File: src/hw/fabric_perf_pkg.sv
// Purpose: constants for the fabric performance state selector
// Assumes: 20 MHz clk_i, AXI4-Lite register access, 32-bit data
// Notes:   offsets are byte addresses of aligned words
//
// Summary of operation
// RL1: two fabric states, each own table entry
// RL2: cold reset applies startup state entry
// RL3: frequency from reference clock times multiplier/divisor
// RL4: dynamic supported: no disable, two entries enabled
// RL5: either disable bit forces high index
// RL6: top-state block with core in zero forces high
// RL7: low-allow unit count below threshold forces high
// RL8: low index only when all conditions allow
// RL9: re-evaluate on core state or control change
// RL10: current multiplier, divisor, voltage, index readable
// RL11: firmware runs warm sequence on one core
// RL12: firmware restores saved controls at end
// RL13: firmware picks path by low-allow flag
// RL14: low-then-high path clears, waits, sets disable
// RL15: high-then-low path sets disable, waits, clears
// RL16: each wait polls index and frequency fields
// RL17: status changes only after transition completes
// RL18: firmware restores valid state after warm reset
package fabric_perf_pkg;
    // =========================================================
    // register map
    localparam logic [7:0] ENTRY0_OFFSET  = 8'h00;
    localparam logic [7:0] ENTRY1_OFFSET  = 8'h04;
    localparam logic [7:0] CONTROL_OFFSET = 8'h08;
    localparam logic [7:0] STATUS_OFFSET  = 8'h0C;
    localparam logic [7:0] CAPS_OFFSET    = 8'h10;
    localparam logic [7:0] CORE_OFFSET    = 8'h14;
    // =========================================================
    // entry fields: multiplier [5:0], divisor [7:6], voltage [15:8], enable [16]
    localparam int MULT_LSB = 0;
    localparam int DIV_LSB  = 6;
    localparam int VOLT_LSB = 8;
    localparam int EN_BIT   = 16;
    // control fields
    localparam int CTL_LODIS_BIT = 0;
    localparam int CTL_TOP_BIT   = 1;
    localparam int CTL_THR_LSB   = 4;
    localparam int CTL_LOIDX_BIT = 8;
    localparam int CTL_HIIDX_BIT = 9;
    localparam int CTL_DYNDIS_BIT = 10;
    // =========================================================
    // reset values
    localparam logic [16:0] ENTRY0_RESET = 17'h1_0A10;
    localparam logic [16:0] ENTRY1_RESET = 17'h1_1450;
    localparam logic        STARTUP_RESET = 1'b0;
    localparam logic        LOIDX_RESET   = 1'b1;
    localparam logic        HIIDX_RESET   = 1'b0;
    // =========================================================
    // transition timing
    localparam int CLK_MHZ        = 20;
    localparam int TRANSITION_NS  = 500;
    localparam int TRANSITION_CYC = (TRANSITION_NS * CLK_MHZ + 999) / 1000;
    localparam int REF_CLK_MHZ    = 200;
    typedef enum logic [1:0] {
        ST_STABLE = 2'b01,
        ST_MOVING = 2'b10
    } xfer_state_e;
endpackage

File: src/hw/fabric_perf_state_selector.sv
// Purpose: picks low or high fabric performance state and reports it
// Assumes: core states arrive synchronous to clk_i
// Notes:   frequency math left to the clock generator outside
`timescale 1ns/1ps
module fabric_perf_state_selector #(
    parameter int UNITS = 4,
    parameter int THR_W = 4
) (
    input  wire logic               clk_i,
    input  wire logic               rst_i,
    input  wire logic [UNITS-1:0]   core_top_state_i,
    input  wire logic [UNITS-1:0]   core_state_low_allow_flag_i,
    input  wire logic               core_state_change_i,
    input  wire logic [7:0]         s_axi_awaddr,
    input  wire logic               s_axi_awvalid,
    output logic                    s_axi_awready,
    input  wire logic [31:0]        s_axi_wdata,
    input  wire logic [3:0]         s_axi_wstrb,
    input  wire logic               s_axi_wvalid,
    output logic                    s_axi_wready,
    output logic [1:0]              s_axi_bresp,
    output logic                    s_axi_bvalid,
    input  wire logic               s_axi_bready,
    input  wire logic [7:0]         s_axi_araddr,
    input  wire logic               s_axi_arvalid,
    output logic                    s_axi_arready,
    output logic [31:0]             s_axi_rdata,
    output logic [1:0]              s_axi_rresp,
    output logic                    s_axi_rvalid,
    input  wire logic               s_axi_rready,
    output logic [5:0]              fabric_multiplier_o,
    output logic [1:0]              fabric_divisor_o,
    output logic [7:0]              fabric_voltage_code_o
);
    // =========================================================
    // register state
    logic [16:0]      entry_reg [2];          // RL1
    logic [16:0]      entry_next [2];
    logic             sw_low_state_disable_reg, sw_low_state_disable_next;
    logic             block_low_on_top_core_state_reg, block_low_on_top_core_state_next;
    logic [THR_W-1:0] low_allow_unit_threshold_reg, low_allow_unit_threshold_next;
    logic             low_perf_index_reg, low_perf_index_next;
    logic             high_perf_index_reg, high_perf_index_next;
    logic             dynamic_fabric_switch_disable_reg, dynamic_fabric_switch_disable_next;
    logic             startup_fabric_state_reg;

    // =========================================================
    // write channel
    logic [7:0]  awaddr_reg, awaddr_next;
    logic        aw_held_reg, aw_held_next;
    logic [31:0] wdata_reg, wdata_next;
    logic [3:0]  wstrb_reg, wstrb_next;
    logic        w_held_reg, w_held_next;
    logic        bvalid_reg, bvalid_next;
    logic [1:0]  bresp_reg, bresp_next;
    logic        do_write;
    logic        ctl_written;
    logic        ctl_wrote_reg;   // re-evaluate only once the new controls are registered

    assign s_axi_awready = !aw_held_reg && !bvalid_reg;
    assign s_axi_wready  = !w_held_reg && !bvalid_reg;
    assign s_axi_bvalid  = bvalid_reg;
    assign s_axi_bresp   = bresp_reg;
    assign do_write      = aw_held_reg && w_held_reg && !bvalid_reg;

    function automatic logic [31:0] merge(input logic [31:0] old, input logic [31:0] nw, input logic [3:0] be);
        logic [31:0] r;
        r = old;
        for (int i = 0; i < 4; i++) begin
            if (be[i]) begin
                r[i*8 +: 8] = nw[i*8 +: 8];
            end
        end
        return r;
    endfunction

    function automatic logic [31:0] control_word();
        logic [31:0] r;
        r = 32'h0000_0000;
        r[fabric_perf_pkg::CTL_LODIS_BIT] = sw_low_state_disable_reg;
        r[fabric_perf_pkg::CTL_TOP_BIT]   = block_low_on_top_core_state_reg;
        r[fabric_perf_pkg::CTL_THR_LSB +: THR_W] = low_allow_unit_threshold_reg;
        r[fabric_perf_pkg::CTL_LOIDX_BIT] = low_perf_index_reg;
        r[fabric_perf_pkg::CTL_HIIDX_BIT] = high_perf_index_reg;
        r[fabric_perf_pkg::CTL_DYNDIS_BIT] = dynamic_fabric_switch_disable_reg;
        return r;
    endfunction

    always_comb begin
        logic [31:0] m;
        m = 32'h0000_0000;
        awaddr_next = awaddr_reg;
        aw_held_next = aw_held_reg;
        wdata_next = wdata_reg;
        wstrb_next = wstrb_reg;
        w_held_next = w_held_reg;
        bvalid_next = bvalid_reg;
        bresp_next = bresp_reg;
        entry_next[0] = entry_reg[0];
        entry_next[1] = entry_reg[1];
        sw_low_state_disable_next = sw_low_state_disable_reg;
        block_low_on_top_core_state_next = block_low_on_top_core_state_reg;
        low_allow_unit_threshold_next = low_allow_unit_threshold_reg;
        low_perf_index_next = low_perf_index_reg;
        high_perf_index_next = high_perf_index_reg;
        dynamic_fabric_switch_disable_next = dynamic_fabric_switch_disable_reg;
        ctl_written = 1'b0;
        if (s_axi_awvalid && s_axi_awready) begin
            awaddr_next = s_axi_awaddr;
            aw_held_next = 1'b1;
        end
        if (s_axi_wvalid && s_axi_wready) begin
            wdata_next = s_axi_wdata;
            wstrb_next = s_axi_wstrb;
            w_held_next = 1'b1;
        end
        if (do_write) begin
            aw_held_next = 1'b0;
            w_held_next = 1'b0;
            bvalid_next = 1'b1;
            bresp_next = 2'b00;
            case ({awaddr_reg[7:2], 2'b00})
                fabric_perf_pkg::ENTRY0_OFFSET: begin
                    m = merge({15'h0000, entry_reg[0]}, wdata_reg, wstrb_reg);
                    entry_next[0] = m[16:0];
                end
                fabric_perf_pkg::ENTRY1_OFFSET: begin
                    m = merge({15'h0000, entry_reg[1]}, wdata_reg, wstrb_reg);
                    entry_next[1] = m[16:0];
                end
                fabric_perf_pkg::CONTROL_OFFSET: begin
                    m = merge(control_word(), wdata_reg, wstrb_reg);
                    sw_low_state_disable_next = m[fabric_perf_pkg::CTL_LODIS_BIT];
                    block_low_on_top_core_state_next = m[fabric_perf_pkg::CTL_TOP_BIT];
                    low_allow_unit_threshold_next = m[fabric_perf_pkg::CTL_THR_LSB +: THR_W];
                    low_perf_index_next = m[fabric_perf_pkg::CTL_LOIDX_BIT];
                    high_perf_index_next = m[fabric_perf_pkg::CTL_HIIDX_BIT];
                    dynamic_fabric_switch_disable_next = m[fabric_perf_pkg::CTL_DYNDIS_BIT];
                    ctl_written = 1'b1;                   // RL9
                end
                fabric_perf_pkg::STATUS_OFFSET, fabric_perf_pkg::CAPS_OFFSET,
                fabric_perf_pkg::CORE_OFFSET: begin
                    bresp_next = 2'b00;
                end
                default: begin
                    bresp_next = 2'b10;
                end
            endcase
        end
        if (bvalid_reg && s_axi_bready) begin
            bvalid_next = 1'b0;
        end
    end

    // =========================================================
    // selection
    logic [THR_W:0] allow_count;
    logic           want_high;
    logic           target_idx;
    logic           any_top;

    always_comb begin
        allow_count = '0;
        for (int i = 0; i < UNITS; i++) begin
            allow_count = allow_count + {{THR_W{1'b0}}, core_state_low_allow_flag_i[i]}; // RL7
        end
        any_top = |core_top_state_i;
        want_high = dynamic_fabric_switch_disable_reg || sw_low_state_disable_reg  // RL5
                 || (block_low_on_top_core_state_reg && any_top)                   // RL6
                 || (allow_count < {1'b0, low_allow_unit_threshold_reg});          // RL7
        target_idx = want_high ? high_perf_index_reg : low_perf_index_reg;         // RL8
    end

    // =========================================================
    // transition engine
    fabric_perf_pkg::xfer_state_e state_reg, state_next;
    logic        cur_idx_reg, cur_idx_next;
    logic        pend_reg, pend_next;
    logic [15:0] timer_reg, timer_next;
    logic        eval_req;

    assign eval_req = core_state_change_i || ctl_wrote_reg;   // RL9

    always_comb begin
        state_next = state_reg;
        cur_idx_next = cur_idx_reg;
        timer_next = timer_reg;
        pend_next = pend_reg || eval_req;
        case (state_reg)
            fabric_perf_pkg::ST_STABLE: begin
                if ((pend_reg || eval_req) && target_idx != cur_idx_reg) begin
                    state_next = fabric_perf_pkg::ST_MOVING;
                    timer_next = 16'(fabric_perf_pkg::TRANSITION_CYC - 1);
                    pend_next = 1'b0;
                end else if (pend_reg || eval_req) begin
                    pend_next = 1'b0;
                end
            end
            fabric_perf_pkg::ST_MOVING: begin
                if (timer_reg == 16'h0000) begin
                    cur_idx_next = ~cur_idx_reg;             // RL17
                    state_next = fabric_perf_pkg::ST_STABLE;
                    pend_next = 1'b1;
                end else begin
                    timer_next = timer_reg - 16'h0001;
                end
            end
            default: begin
                state_next = fabric_perf_pkg::ST_STABLE;
            end
        endcase
    end

    // applied entry drives the reference clock multiplier/divisor
    logic [16:0] cur_entry;
    assign cur_entry = entry_reg[cur_idx_reg];
    always_comb begin
        fabric_multiplier_o   = cur_entry[fabric_perf_pkg::MULT_LSB +: 6];   // RL3
        fabric_divisor_o      = cur_entry[fabric_perf_pkg::DIV_LSB +: 2];
        fabric_voltage_code_o = cur_entry[fabric_perf_pkg::VOLT_LSB +: 8];
    end

    // =========================================================
    // read channel
    logic        rvalid_reg, rvalid_next;
    logic [31:0] rdata_reg, rdata_next;
    logic [1:0]  rresp_reg, rresp_next;
    logic        dyn_supported;

    assign dyn_supported = !dynamic_fabric_switch_disable_reg
                        && entry_reg[0][fabric_perf_pkg::EN_BIT] && entry_reg[1][fabric_perf_pkg::EN_BIT]; // RL4
    assign s_axi_arready = !rvalid_reg;
    assign s_axi_rvalid  = rvalid_reg;
    assign s_axi_rdata   = rdata_reg;
    assign s_axi_rresp   = rresp_reg;

    always_comb begin
        rvalid_next = rvalid_reg;
        rdata_next = rdata_reg;
        rresp_next = rresp_reg;
        if (s_axi_arvalid && s_axi_arready) begin
            rvalid_next = 1'b1;
            rresp_next = 2'b00;
            case ({s_axi_araddr[7:2], 2'b00})
                fabric_perf_pkg::ENTRY0_OFFSET:  rdata_next = {15'h0000, entry_reg[0]};
                fabric_perf_pkg::ENTRY1_OFFSET:  rdata_next = {15'h0000, entry_reg[1]};
                fabric_perf_pkg::CONTROL_OFFSET: rdata_next = control_word();
                fabric_perf_pkg::STATUS_OFFSET:  rdata_next = {15'h0000, cur_idx_reg, cur_entry[15:0]}; // RL10
                fabric_perf_pkg::CAPS_OFFSET:    rdata_next = {29'h0000_0000, state_reg == fabric_perf_pkg::ST_MOVING,
                                                                startup_fabric_state_reg, dyn_supported};
                fabric_perf_pkg::CORE_OFFSET:    rdata_next = {24'h00_0000, 3'(allow_count), 4'h0, any_top};
                default: begin
                    rdata_next = 32'h0000_0000;
                    rresp_next = 2'b10;
                end
            endcase
        end else if (rvalid_reg && s_axi_rready) begin
            rvalid_next = 1'b0;
        end
    end

    // =========================================================
    // registers
    always_ff @(posedge clk_i) begin
        if (rst_i) begin
            entry_reg[0] <= fabric_perf_pkg::ENTRY0_RESET;
            entry_reg[1] <= fabric_perf_pkg::ENTRY1_RESET;
            sw_low_state_disable_reg <= 1'b0;
            block_low_on_top_core_state_reg <= 1'b0;
            low_allow_unit_threshold_reg <= '0;
            low_perf_index_reg <= fabric_perf_pkg::LOIDX_RESET;
            high_perf_index_reg <= fabric_perf_pkg::HIIDX_RESET;
            dynamic_fabric_switch_disable_reg <= 1'b0;
            startup_fabric_state_reg <= fabric_perf_pkg::STARTUP_RESET;
            cur_idx_reg <= fabric_perf_pkg::STARTUP_RESET;            // RL2
            state_reg <= fabric_perf_pkg::ST_STABLE;
            pend_reg <= 1'b0;                                         // RL2
            timer_reg <= 16'h0000;
            awaddr_reg <= 8'h00;
            aw_held_reg <= 1'b0;
            wdata_reg <= 32'h0000_0000;
            wstrb_reg <= 4'h0;
            w_held_reg <= 1'b0;
            bvalid_reg <= 1'b0;
            bresp_reg <= 2'b00;
            rvalid_reg <= 1'b0;
            rdata_reg <= 32'h0000_0000;
            rresp_reg <= 2'b00;
            ctl_wrote_reg <= 1'b0;
        end else begin
            entry_reg[0] <= entry_next[0];
            entry_reg[1] <= entry_next[1];
            sw_low_state_disable_reg <= sw_low_state_disable_next;
            block_low_on_top_core_state_reg <= block_low_on_top_core_state_next;
            low_allow_unit_threshold_reg <= low_allow_unit_threshold_next;
            low_perf_index_reg <= low_perf_index_next;
            high_perf_index_reg <= high_perf_index_next;
            dynamic_fabric_switch_disable_reg <= dynamic_fabric_switch_disable_next;
            cur_idx_reg <= cur_idx_next;
            state_reg <= state_next;
            pend_reg <= pend_next;
            timer_reg <= timer_next;
            awaddr_reg <= awaddr_next;
            aw_held_reg <= aw_held_next;
            wdata_reg <= wdata_next;
            wstrb_reg <= wstrb_next;
            w_held_reg <= w_held_next;
            bvalid_reg <= bvalid_next;
            bresp_reg <= bresp_next;
            rvalid_reg <= rvalid_next;
            rdata_reg <= rdata_next;
            rresp_reg <= rresp_next;
            ctl_wrote_reg <= ctl_written;
        end
    end

    // =========================================================
    // checks
    a_high_forced: assert property (@(posedge clk_i) disable iff (rst_i) // RL5
        sw_low_state_disable_reg |-> target_idx == high_perf_index_reg)
        else $error("disable bit did not force high index");
    a_top_block: assert property (@(posedge clk_i) disable iff (rst_i) // RL6
        (block_low_on_top_core_state_reg && any_top) |-> target_idx == high_perf_index_reg)
        else $error("top core state did not force high index");
    a_low_allowed: assert property (@(posedge clk_i) disable iff (rst_i) // RL8
        (!want_high) |-> target_idx == low_perf_index_reg)
        else $error("low index not chosen when allowed");
    a_idx_hold: assert property (@(posedge clk_i) disable iff (rst_i) // RL17
        (state_reg == fabric_perf_pkg::ST_MOVING && timer_reg != 16'h0000) |=> $stable(cur_idx_reg))
        else $error("index moved mid transition");
    a_status_idx: assert property (@(posedge clk_i) disable iff (rst_i) // RL10
        fabric_multiplier_o == entry_reg[cur_idx_reg][5:0])
        else $error("multiplier status mismatch");
    a_dyn_caps: assert property (@(posedge clk_i) disable iff (rst_i) // RL4
        dynamic_fabric_switch_disable_reg |-> !dyn_supported)
        else $error("dynamic support reported while disabled");
    a_reeval_move: assert property (@(posedge clk_i) disable iff (rst_i) // RL9
        (eval_req && state_reg == fabric_perf_pkg::ST_STABLE && target_idx != cur_idx_reg)
        |=> state_reg == fabric_perf_pkg::ST_MOVING)
        else $error("change did not start transition");
    a_entries_two: assert property (@(posedge clk_i) disable iff (rst_i) // RL1
        $rose(state_reg == fabric_perf_pkg::ST_STABLE) |-> cur_idx_reg != $past(cur_idx_reg))
        else $error("transition ended without index change");
    a_startup: assert property (@(posedge clk_i) $fell(rst_i) |-> cur_idx_reg == startup_fabric_state_reg) // RL2
        else $error("startup state not applied");
endmodule // fabric_perf_state_selector

File: config.mk
export PLATFORM = sky130hd
export DESIGN_NAME = fabric_perf_state_selector
export DESIGN_NICKNAME = d
export VERILOG_FILES = /design/src/hw/fabric_perf_pkg.sv /design/src/hw/fabric_perf_state_selector.sv
export SDC_FILE = /design/constraint.sdc
export NUM_CORES = 1
export LEC_CHECK = 0
export BUFFER_PORTS_ARGS = -buffer_cell sky130_fd_sc_hd__buf_2
export CORE_MARGIN = 1.5
export CORE_UTILIZATION = 35
export DETAILED_ROUTE_END_ITERATION = 8
export PLACE_DENSITY = 0.61
export SLEW_MARGIN = 5
export SYNTH_ARGS = -nofsm -noshare
export SYNTH_HDL_FRONTEND = slang
export SYNTH_SLANG_ARGS = --single-unit
File: constraint.sdc
create_clock -name clk_i -period 3.85 [get_ports clk_i]
set_input_delay 0.385 -clock clk_i [delete_from_list [all_inputs] [get_ports clk_i]]
set_output_delay 0.385 -clock clk_i [all_outputs]
set_load 0.02 [all_outputs]
[Yosys cells after proc, flatten, opt, wreduce, memory -nomap -nowiden]
Memory sizes are Yosys's and may differ from the RTL's. A register that Yosys moved wholly into a read port is not among the register bits.
Index checks and enable logic that the tools add are counted.
Storage, ports and cells
  ROM bits: 0
  register bits: 98
  bits in writable memories: 34
  memories: 1
  latch bits: 0
  output and inout port bits: 57
Memory list
  entry_reg: depth 2, width 17, rd ports 3, clocked after Yosys merged registers in 1, write ports 2, RTL line fabric_perf_state_selector.sv:37  | logic [16:0] entry_reg [2];
Operators by class
  $mul: 0
  mux-type cells: 31
  divide/modulo/power cells: 0
  add/subtract/negate cells: 4
  reductions and logical operators: 39
  bitwise operators: 4
  eq/ne operators: 16
  shift-type cells: 0
  order comparisons: 1
Operator list (count)
  $pmux W17 S6: 1
  $mux W17: 4
  $mux W34: 1
  $mux W16: 2
  $mux W8: 4
  $pmux W16 S2: 1
  $eq A6 B2 Y1 const B: 4
  $eq A6 B3 Y1 const B: 4
  $logic_not A16 Y1: 1
  $sub A16 B1 Y16 const B: 1
  $logic_and A1 B1 Y1: 13
  $eq A6 B1 Y1 const B: 2
  $logic_not A6 Y1: 2
  $mux W1: 12
  $reduce_or A6 Y1: 2
  $reduce_and A3 Y1: 3
  $mux W2: 4
  $ne A2 B2 Y1 const B: 3
  $reduce_or A2 Y1: 3
  $logic_not A1 Y1: 5
  $logic_or A1 B1 Y1: 5
  $add A3 B1 Y4: 1
  $lt A4 B4 Y1: 1
  $pmux W2 S2: 1
  11 further kinds: 15

[Depth between registers and ports, before layout]
Gate-level depths: netlist of the first run.
  depth after elaboration: 10
  depth in mapped cells: 12
  depth with buffers taken out: 11

[Worst setup path before layout of the first run]
Ideal clock, no wire load.
  kind: input -> register
  start point: input port core_state_low_allow_flag_i[0]
  end point: register timer_reg[10]
  arrival: 3180 ps
  path slack: 553 ps
  stages: 11
  buffers on the path: 0
  path through: fa_1 ha_1 ha_1 ha_1 o21ai_0 o21bai_1 and4_1 nor3_1 o41ai_2 o21ai_0 a32o_1
On the way
  word-level cells in the longest chain between the ends: 10
RTL lines
  start: declaration: RTL line fabric_perf_state_selector.sv:12  | input wire logic [UNITS-1:0] core_state_low_allow_flag_i,
  $add A1 B1 Y2: RTL line fabric_perf_state_selector.sv:165  | allow_count = allow_count + {{THR_W{1'b0}}, core_state_low_allow_flag_i[i]};
  $add A2 B1 Y3: RTL line fabric_perf_state_selector.sv:165
  $add A3 B1 Y4: RTL line fabric_perf_state_selector.sv:165
  $lt A4 B4 Y1: RTL line fabric_perf_state_selector.sv:170  | || (allow_count < {1'b0, low_allow_unit_threshold_reg});
  $logic_or A1 B1 Y1: RTL line fabric_perf_state_selector.sv:170
  $mux W1: RTL line fabric_perf_state_selector.sv:171  | target_idx = want_high ? high_perf_index_reg : low_perf_index_reg;
  $ne A1 B1 Y1: RTL line fabric_perf_state_selector.sv:191  | if ((pend_reg || eval_req) && target_idx != cur_idx_reg) begin
  $logic_and A1 B1 Y1: RTL line fabric_perf_state_selector.sv:191
  $ne A2 B2 Y1 (no source line)
  $reduce_and A3 Y1 (no source line)
  end signal: assignment: RTL line fabric_perf_state_selector.sv:302  | timer_reg <= timer_next;
  end: declaration: RTL line fabric_perf_state_selector.sv:179  | logic [15:0] timer_reg, timer_next;
No other way between the ends.
A chain may end at the register's enable or synchronous reset.

[Worst setup path in the final report of the first run]
  start point: input port core_state_low_allow_flag_i[0]
  end point: register timer_reg[9]
The elaborated chain is that of the path after synthesis.

==> run summary, run 1 <==
outcome = finished, final reports clean
Antenna diodes = 0
post-synthesis cell area = 0.00539 mm2
row count = 45
Nets = 770
final worst path period need = 3.25 ns
Warnings, synthesis = 0
CP Capture Type = flop
Commonest cells post-synth = dfxtp_1, nor2_1, nand2_1
CTS buffer count = 17
Syn-to-layout area delta = 20.2%
Hold Worst Slack = 0.162 ns
Pwr Density = 531 mW/mm2
Synth cell types = 67
sequential area share after synthesis = 0.424
Worst EP arrival = 3.56 ns
initial antenna violation count = 0
Synth Area per Inst = 8.73 um2
vias in the first global route = 4580
Clock Tree Root = clkbuf_16
GPL Wtd Cong = 0.834
Startpoint Class = input port
Final Total Pwr = 3.44 mW
die area = 0.0161 mm2
Setup Buffers After CTS = 0
ys flop type = dfxtp_1
DRT Wirelength = 14.2 mm
clk buf depth = 2
Slew Viols, Final = 0
hpwl dp = 10.1 mm
vias post-DR = 4740
die extent in x = 127 um
GR Overflow Total = 0
Max Freq = 0.307 GHz
initial DRC count = 376
class of the worst hold path = in2reg
dpl ws = 0.195 ns
final hold violation count = 0
final setup fails = 0
Synth Register Bits = 114
CTS tree = done
DRC viols = 0
worst-path maximum fanout = 6
Synth Instances = 617
worst slew pin tran = 0.911 ns
Finished Layout Cells = 893
Max Cap Viol = 0
clk_skew = 0.00789 ns
share of cells above drive strength 1 = 0.214
kind of critical path = in2reg
total track usage = 0.179
Synth area leaders = dfxtp_1, mux2i_1, nor2_1
Core Region = 0.0151 mm2
Lkg Pwr = 2.77 nW
CTS hold repair buffers = 0
clock sink count = 114
Synth top area share = 0.424
Post-synth EDFFs = 0
Avg Vias per Cell = 5.31
io pins = 125
PortBufs = 87
RSZ-0062 raised after global routing = no
worst vdd ir = 340 uV
Pre-antenna DRT Iters = 8
Worst Path Required = 4.15 ns
largest net degree at the start of global routing = 78
H-tree depth = 4
Clk Latency, worst-skew pair = 0.41 ns
Async SR Flop Fraction = 0
Routed Antenna Nets = 0
setup ws final = 0.596 ns
Initial Util = 0.357
crit share post-route = 0.845
dpl cells = 863
Synth area leader = dfxtp_1
first-pass GRT wire length = 22.8 mm
Worst slew margin = 0.389
most numerous cell in the Yosys netlist = dfxtp_1
die height = 127 um
max reg flops = 34
clk slew on worst S/H paths = 0.05 ns
setup_tns = 0 ns
drt wl/cell = 15.9 um
Resized Gates After CTS = 0
metrics by stage:
stage / utilization / cell area, um2
after global placement: 0.389 / 5870
final: 0.429 / 6470
after detailed placement: 0.389 / 5870
after floorplan: - / 5450
after global routing: 0.429 / 6470
after CTS: 0.429 / 6470
layer usage:
| metal | up-vias | share of wire | GRT usage |
|---|---|---|---|
| li1 | 2325 | - | - |
| met1 | 2272 | 0.47 | 0.227 |
| met2 | 124 | 0.47 | 0.292 |
| met3 | 19 | 0.042 | 0.0503 |
| met4 | 0 | 0.018 | 0.0668 |
| met5 | - | 0 | 0 |
kinds of logic (layout without fill, tap and decap cells):
kind of cell / Yosys count / count (layout) / synth area share
simple gates: 225 / 225 / 0.193
compound gates: 134 / 134 / 0.170
flops: 114 / 114 / 0.424
buf+inv: 69 / 141 / 0.0662
mux: 65 / 65 / 0.125
fa+ha+maj: 8 / 8 / 0.0200
other cells: 1 / 17 / 0.000696
xor+xnor: 1 / 1 / 0.00163
report_power, final:
| group | total, mW | internal (mW) | switching [mW] |
|---|---|---|---|
| Clock | 1.59 | 1.06 | 0.532 |
| Combinational | 0.572 | 0.198 | 0.374 |
| Sequential | 1.28 | 1.23 | 0.0470 |
path summary, 6_finish.rpt:
check / startpoint / end / slack (ns) / depth (start not counted)
hold / removal: s_axi_rready / s_axi_rvalid$_SDFFE_PP0P_ / 0.16 / 2
setup / recovery: core_state_low_allow_flag_i[0] / timer_reg[9]$_SDFFE_PP0P_ / 0.60 / 12
hold reg to reg: wdata_reg[14]$_SDFFE_PP0P_ / wdata_reg[14]$_SDFFE_PP0P_ / 0.47 / 2
setup reg to reg: timer_reg[0]$_SDFFE_PP0P_ / timer_reg[2]$_SDFFE_PP0P_ / 0.70 / 9
placed cells by master, fill, tap and decap left out, types with 3 or more instances in the layout:
master and count:
dfxtp_1 114, nor2_1 87, buf_2 87, nand2_1 75
mux2i_1 49, a21oi_1 49, inv_1 17, conb_1 17
clkbuf_16 17, mux2_2 16, o21ai_0 15, nor3_1 11
a22oi_1 11, nand3_1 8, a31oi_1 8, ha_1 7
buf_4 6, or3_1 5, nor4_1 5, nor4b_1 5
o31ai_1 5, o41ai_1 5, a222oi_1 5, and3_1 4
a32o_1 4, a211o_1 4, nor3b_1 3, nand4_1 3
a32oi_1 3, clkbuf_8 3, clkinvlp_4 3, bufinv_16 3
area by class of cell:
cell class | count | area [um2]
multi-input cells | 450 | 2810
clock inverters | 9 | 131
clock buffers | 21 | 470
flip-flops and latches | 114 | 2280
inverters | 18 | 67.6
fillers | 1517 | 8610
repair buffers | 93 | 480
well taps | 188 | 235
worst max-delay path: stages:
cell and delay (ns):
buf_2 0.11, fa_1 0.47, ha_1 0.20, ha_1 0.30
ha_1 0.28, o21ai_0 0.07, o21bai_1 0.27, nand4_1 0.23
a2111oi_2 0.42, or3_1 0.37, nand3_2 0.16, o41ai_1 0.28
Note: power is estimated with default switching activity, not from simulation.
==> run 2: changes to the inputs <==
--- a/config.mk
+++ b/config.mk
@@ -9,7 +9,7 @@
 export CORE_MARGIN = 1.5
 export CORE_UTILIZATION = 35
 export DETAILED_ROUTE_END_ITERATION = 8
-export PLACE_DENSITY = 0.61
+export PLACE_DENSITY = 0.63
 export SLEW_MARGIN = 5
 export SYNTH_ARGS = -nofsm -noshare
 export SYNTH_HDL_FRONTEND = slang
==> constraint.sdc (replaced) <==
create_clock -name clk_i -period 2.83 [get_ports clk_i]
set_input_delay 0.283 -clock clk_i [delete_from_list [all_inputs] [get_ports clk_i]]
set_output_delay 0.283 -clock clk_i [all_outputs]
set_load 0.02 [all_outputs]
==> run summary, run 2 (synthesis results as in run 1) <==
Slew Viols, Final = 0 (unchanged)
crit share post-route = 0.977
Internal = 3.49 mW (+40%)
DRT Wirelength = 14.5 mm (+1.9%)
worst-path maximum fanout = 10 (+4)
initial DRC count = 355 (-5.6%)
most common cell after layout, fill and taps aside = dfxtp_1
Antenna diodes = 0 (unchanged)
clk_skew = 0.0135 ns (+0.00560 ns)
Routed Antenna Nets = 0 (unchanged)
Worst Path Required = 3.15 ns (-1.00 ns)
FILL cells = 1514 (-0.20%)
final worst path period need = 2.77 ns
r2r setup slk = 0.21 ns (-0.49 ns)
Syn-to-layout area delta = 26.1%
GR Overflow Total = 0 (unchanged)
kind of critical path = in2reg
H-tree depth = 4 (unchanged)
io pins = 125 (unchanged)
max reg flops = 34 (unchanged)
Core Region = 0.0151 mm2 (unchanged)
outcome = finished, final reports clean
Setup Buffers After CTS = 0 (unchanged)
Avg Vias per Cell = 5.18 (-2.4%)
Initial Util = 0.357 (unchanged)
switching part of the total = 0.294 (+0.0167)
CP peak stage delay = 0.55 ns (+0.08 ns)
share of cells above drive strength 1 = 0.264 (+0.0499)
die extent in x = 127 um (unchanged)
vias post-DR = 4739 (-0.021%)
Final Total Pwr = 4.94 mW (+44%)
Hold Worst Slack = 0.0637 ns (-0.0978 ns)
Worst path top cell family by delay = adder cells
final hold violation count = 0 (unchanged)
row count = 45 (unchanged)
class of the worst hold path = in2reg
hpwl dp = 10.1 mm (+0.11%)
DRC viols = 0 (unchanged)
clk buf depth = 2 (unchanged)
Pwr Density = 727 mW/mm2 (+37%)
worst vdd ir = 442 uV (+30%)
Flop pwr share = 0.352 (-0.020)
most frequent cells in the layout = dfxtp_1, nor2_1, buf_2
Nets = 790 (+2.6%)
CP Capture Type = flop
PortBufs = 87 (unchanged)
clk slew on worst S/H paths = 0.05 ns (about the same)
worst slew pin tran = 0.887 ns (-0.0240 ns)
Startpoint Class = input port
dpl ws = -0.447 ns (-0.643 ns)
CTS buffer count = 17 (unchanged)
vias in the first global route = 4416 (-3.6%)
CTS tree = done
final setup fails = 0 (unchanged)
net switching power figure = 1.45 mW (+52%)
most used cell, CP = ha_4
Pre-antenna DRT Iters = 5 (-3)
Max Cap Viol = 0 (unchanged)
Worst EP arrival = 3.09 ns (-0.47 ns)
initial antenna violation count = 0 (unchanged)
Clock Tree Root = clkbuf_16
largest net degree at the start of global routing = 51 (-35%)
Clk Latency, worst-skew pair = 0.42 ns (about the same)
clock sink count = 114 (unchanged)
slowest CP cell = fa_1
Max Freq = 0.362 GHz
Lkg Pwr = 2.92 nW (+5.4%)
die area = 0.0161 mm2 (unchanged)
drt wl/cell = 15.9 um (-0.55%)
Worst slew margin = 0.408 (+0.0189)
part of the power in combinational logic = 0.191 (+0.025)
GPL Wtd Cong = 0.808 (-3.0%)
first-pass GRT wire length = 23.3 mm (+2.5%)
CTS hold repair buffers = 0 (unchanged)
die height = 127 um (unchanged)
CP bufs+invs = 2 (+1)
CP Cell Sequence = buf_6 -> fa_1 -> ha_2 -> ha_4 -> ha_4 -> o21ai_2 -> o21bai_4 -> nand4_1 -> a21boi_0 -> o41ai_4 -> buf_4 -> a211o_1 -> o31ai_2
setup ws final = 0.0648 ns (-0.531 ns)
total track usage = 0.184 (+0.00521)
clock power share = 0.457 (-0.005)
RSZ-0062 raised after global routing = yes
run 2: cell count changes in the layout (fill, tap and decap cells not counted), moves of 2 or more:
cell / change
o21ai_1: +3
o21ai_0: -4
ha_1: -3
o41ai_1: -2
ha_4: +2
buf_4: +20
inv_6: +5
run 2: through the flow:
step / cells / util / TNS, ns / area (um2)
after CTS: 915 / 0.445 / 0 / 6710
after global placement: 883 / 0.403 / -5.64 / 6080
final: 915 / 0.450 / 0 / 6790
after global routing: 915 / 0.450 / -0.104 / 6790
after detailed placement: 883 / 0.403 / -6.94 / 6080
after floorplan: 633 / - / -1.32 / 5510
run 2: path summary, 6_finish.rpt:
| check | start | to | cells past startpoint |
|---|---|---|---|
| setup / recovery | core_state_low_allow_flag_i[3] | timer_reg[11]$_SDFFE_PP0P_ | 13 |
| hold / removal | s_axi_rready | s_axi_rvalid$_SDFFE_PP0P_ | 2 |
| setup reg to reg | timer_reg[0]$_SDFFE_PP0P_ | timer_reg[2]$_SDFFE_PP0P_ | 9 |
| hold reg to reg | wdata_reg[14]$_SDFFE_PP0P_ | wdata_reg[14]$_SDFFE_PP0P_ | 2 |
run 2: timing repair:
item	CTS	global route
resized for setup	1	17
gates cloned	0	0
endpoints found under the hold margin	0	0
pin swaps	0	7
endpoints found under the setup margin	1	18
run 2: cell type report:
class	count	area [um2]	share of cell area
Multi-Input combinational cell	450	2950	0.434
Tap cell	188	235	0.0346
Sequential cell	114	2280	0.336
Timing Repair Buffer	113	637	0.0937
Clock inverter	13	171	0.0252
Clock buffer	19	453	0.0667
Inverter	18	67.6	0.00994
run 2: per-layer routing:
layer / share of wire / up-vias / track usage
met1: 0.47 / 2233 / 0.248
li1: - / 2367 / -
met3: 0.047 / 14 / 0.0389
met4: 0.010 / 0 / 0.0635
met5: 0 / - / 0
met2: 0.47 / 125 / 0.294
run 2: power groups by stage:
stage	Combinational (mW)	Sequential (mW)	Clock [mW]
after floorplan	0.657	1.75	0
after global placement	0.913	1.77	0
after detailed placement	0.917	1.77	0
after CTS	0.922	1.74	2.29
after global routing	1.04	1.75	2.37
final	0.942	1.74	2.26
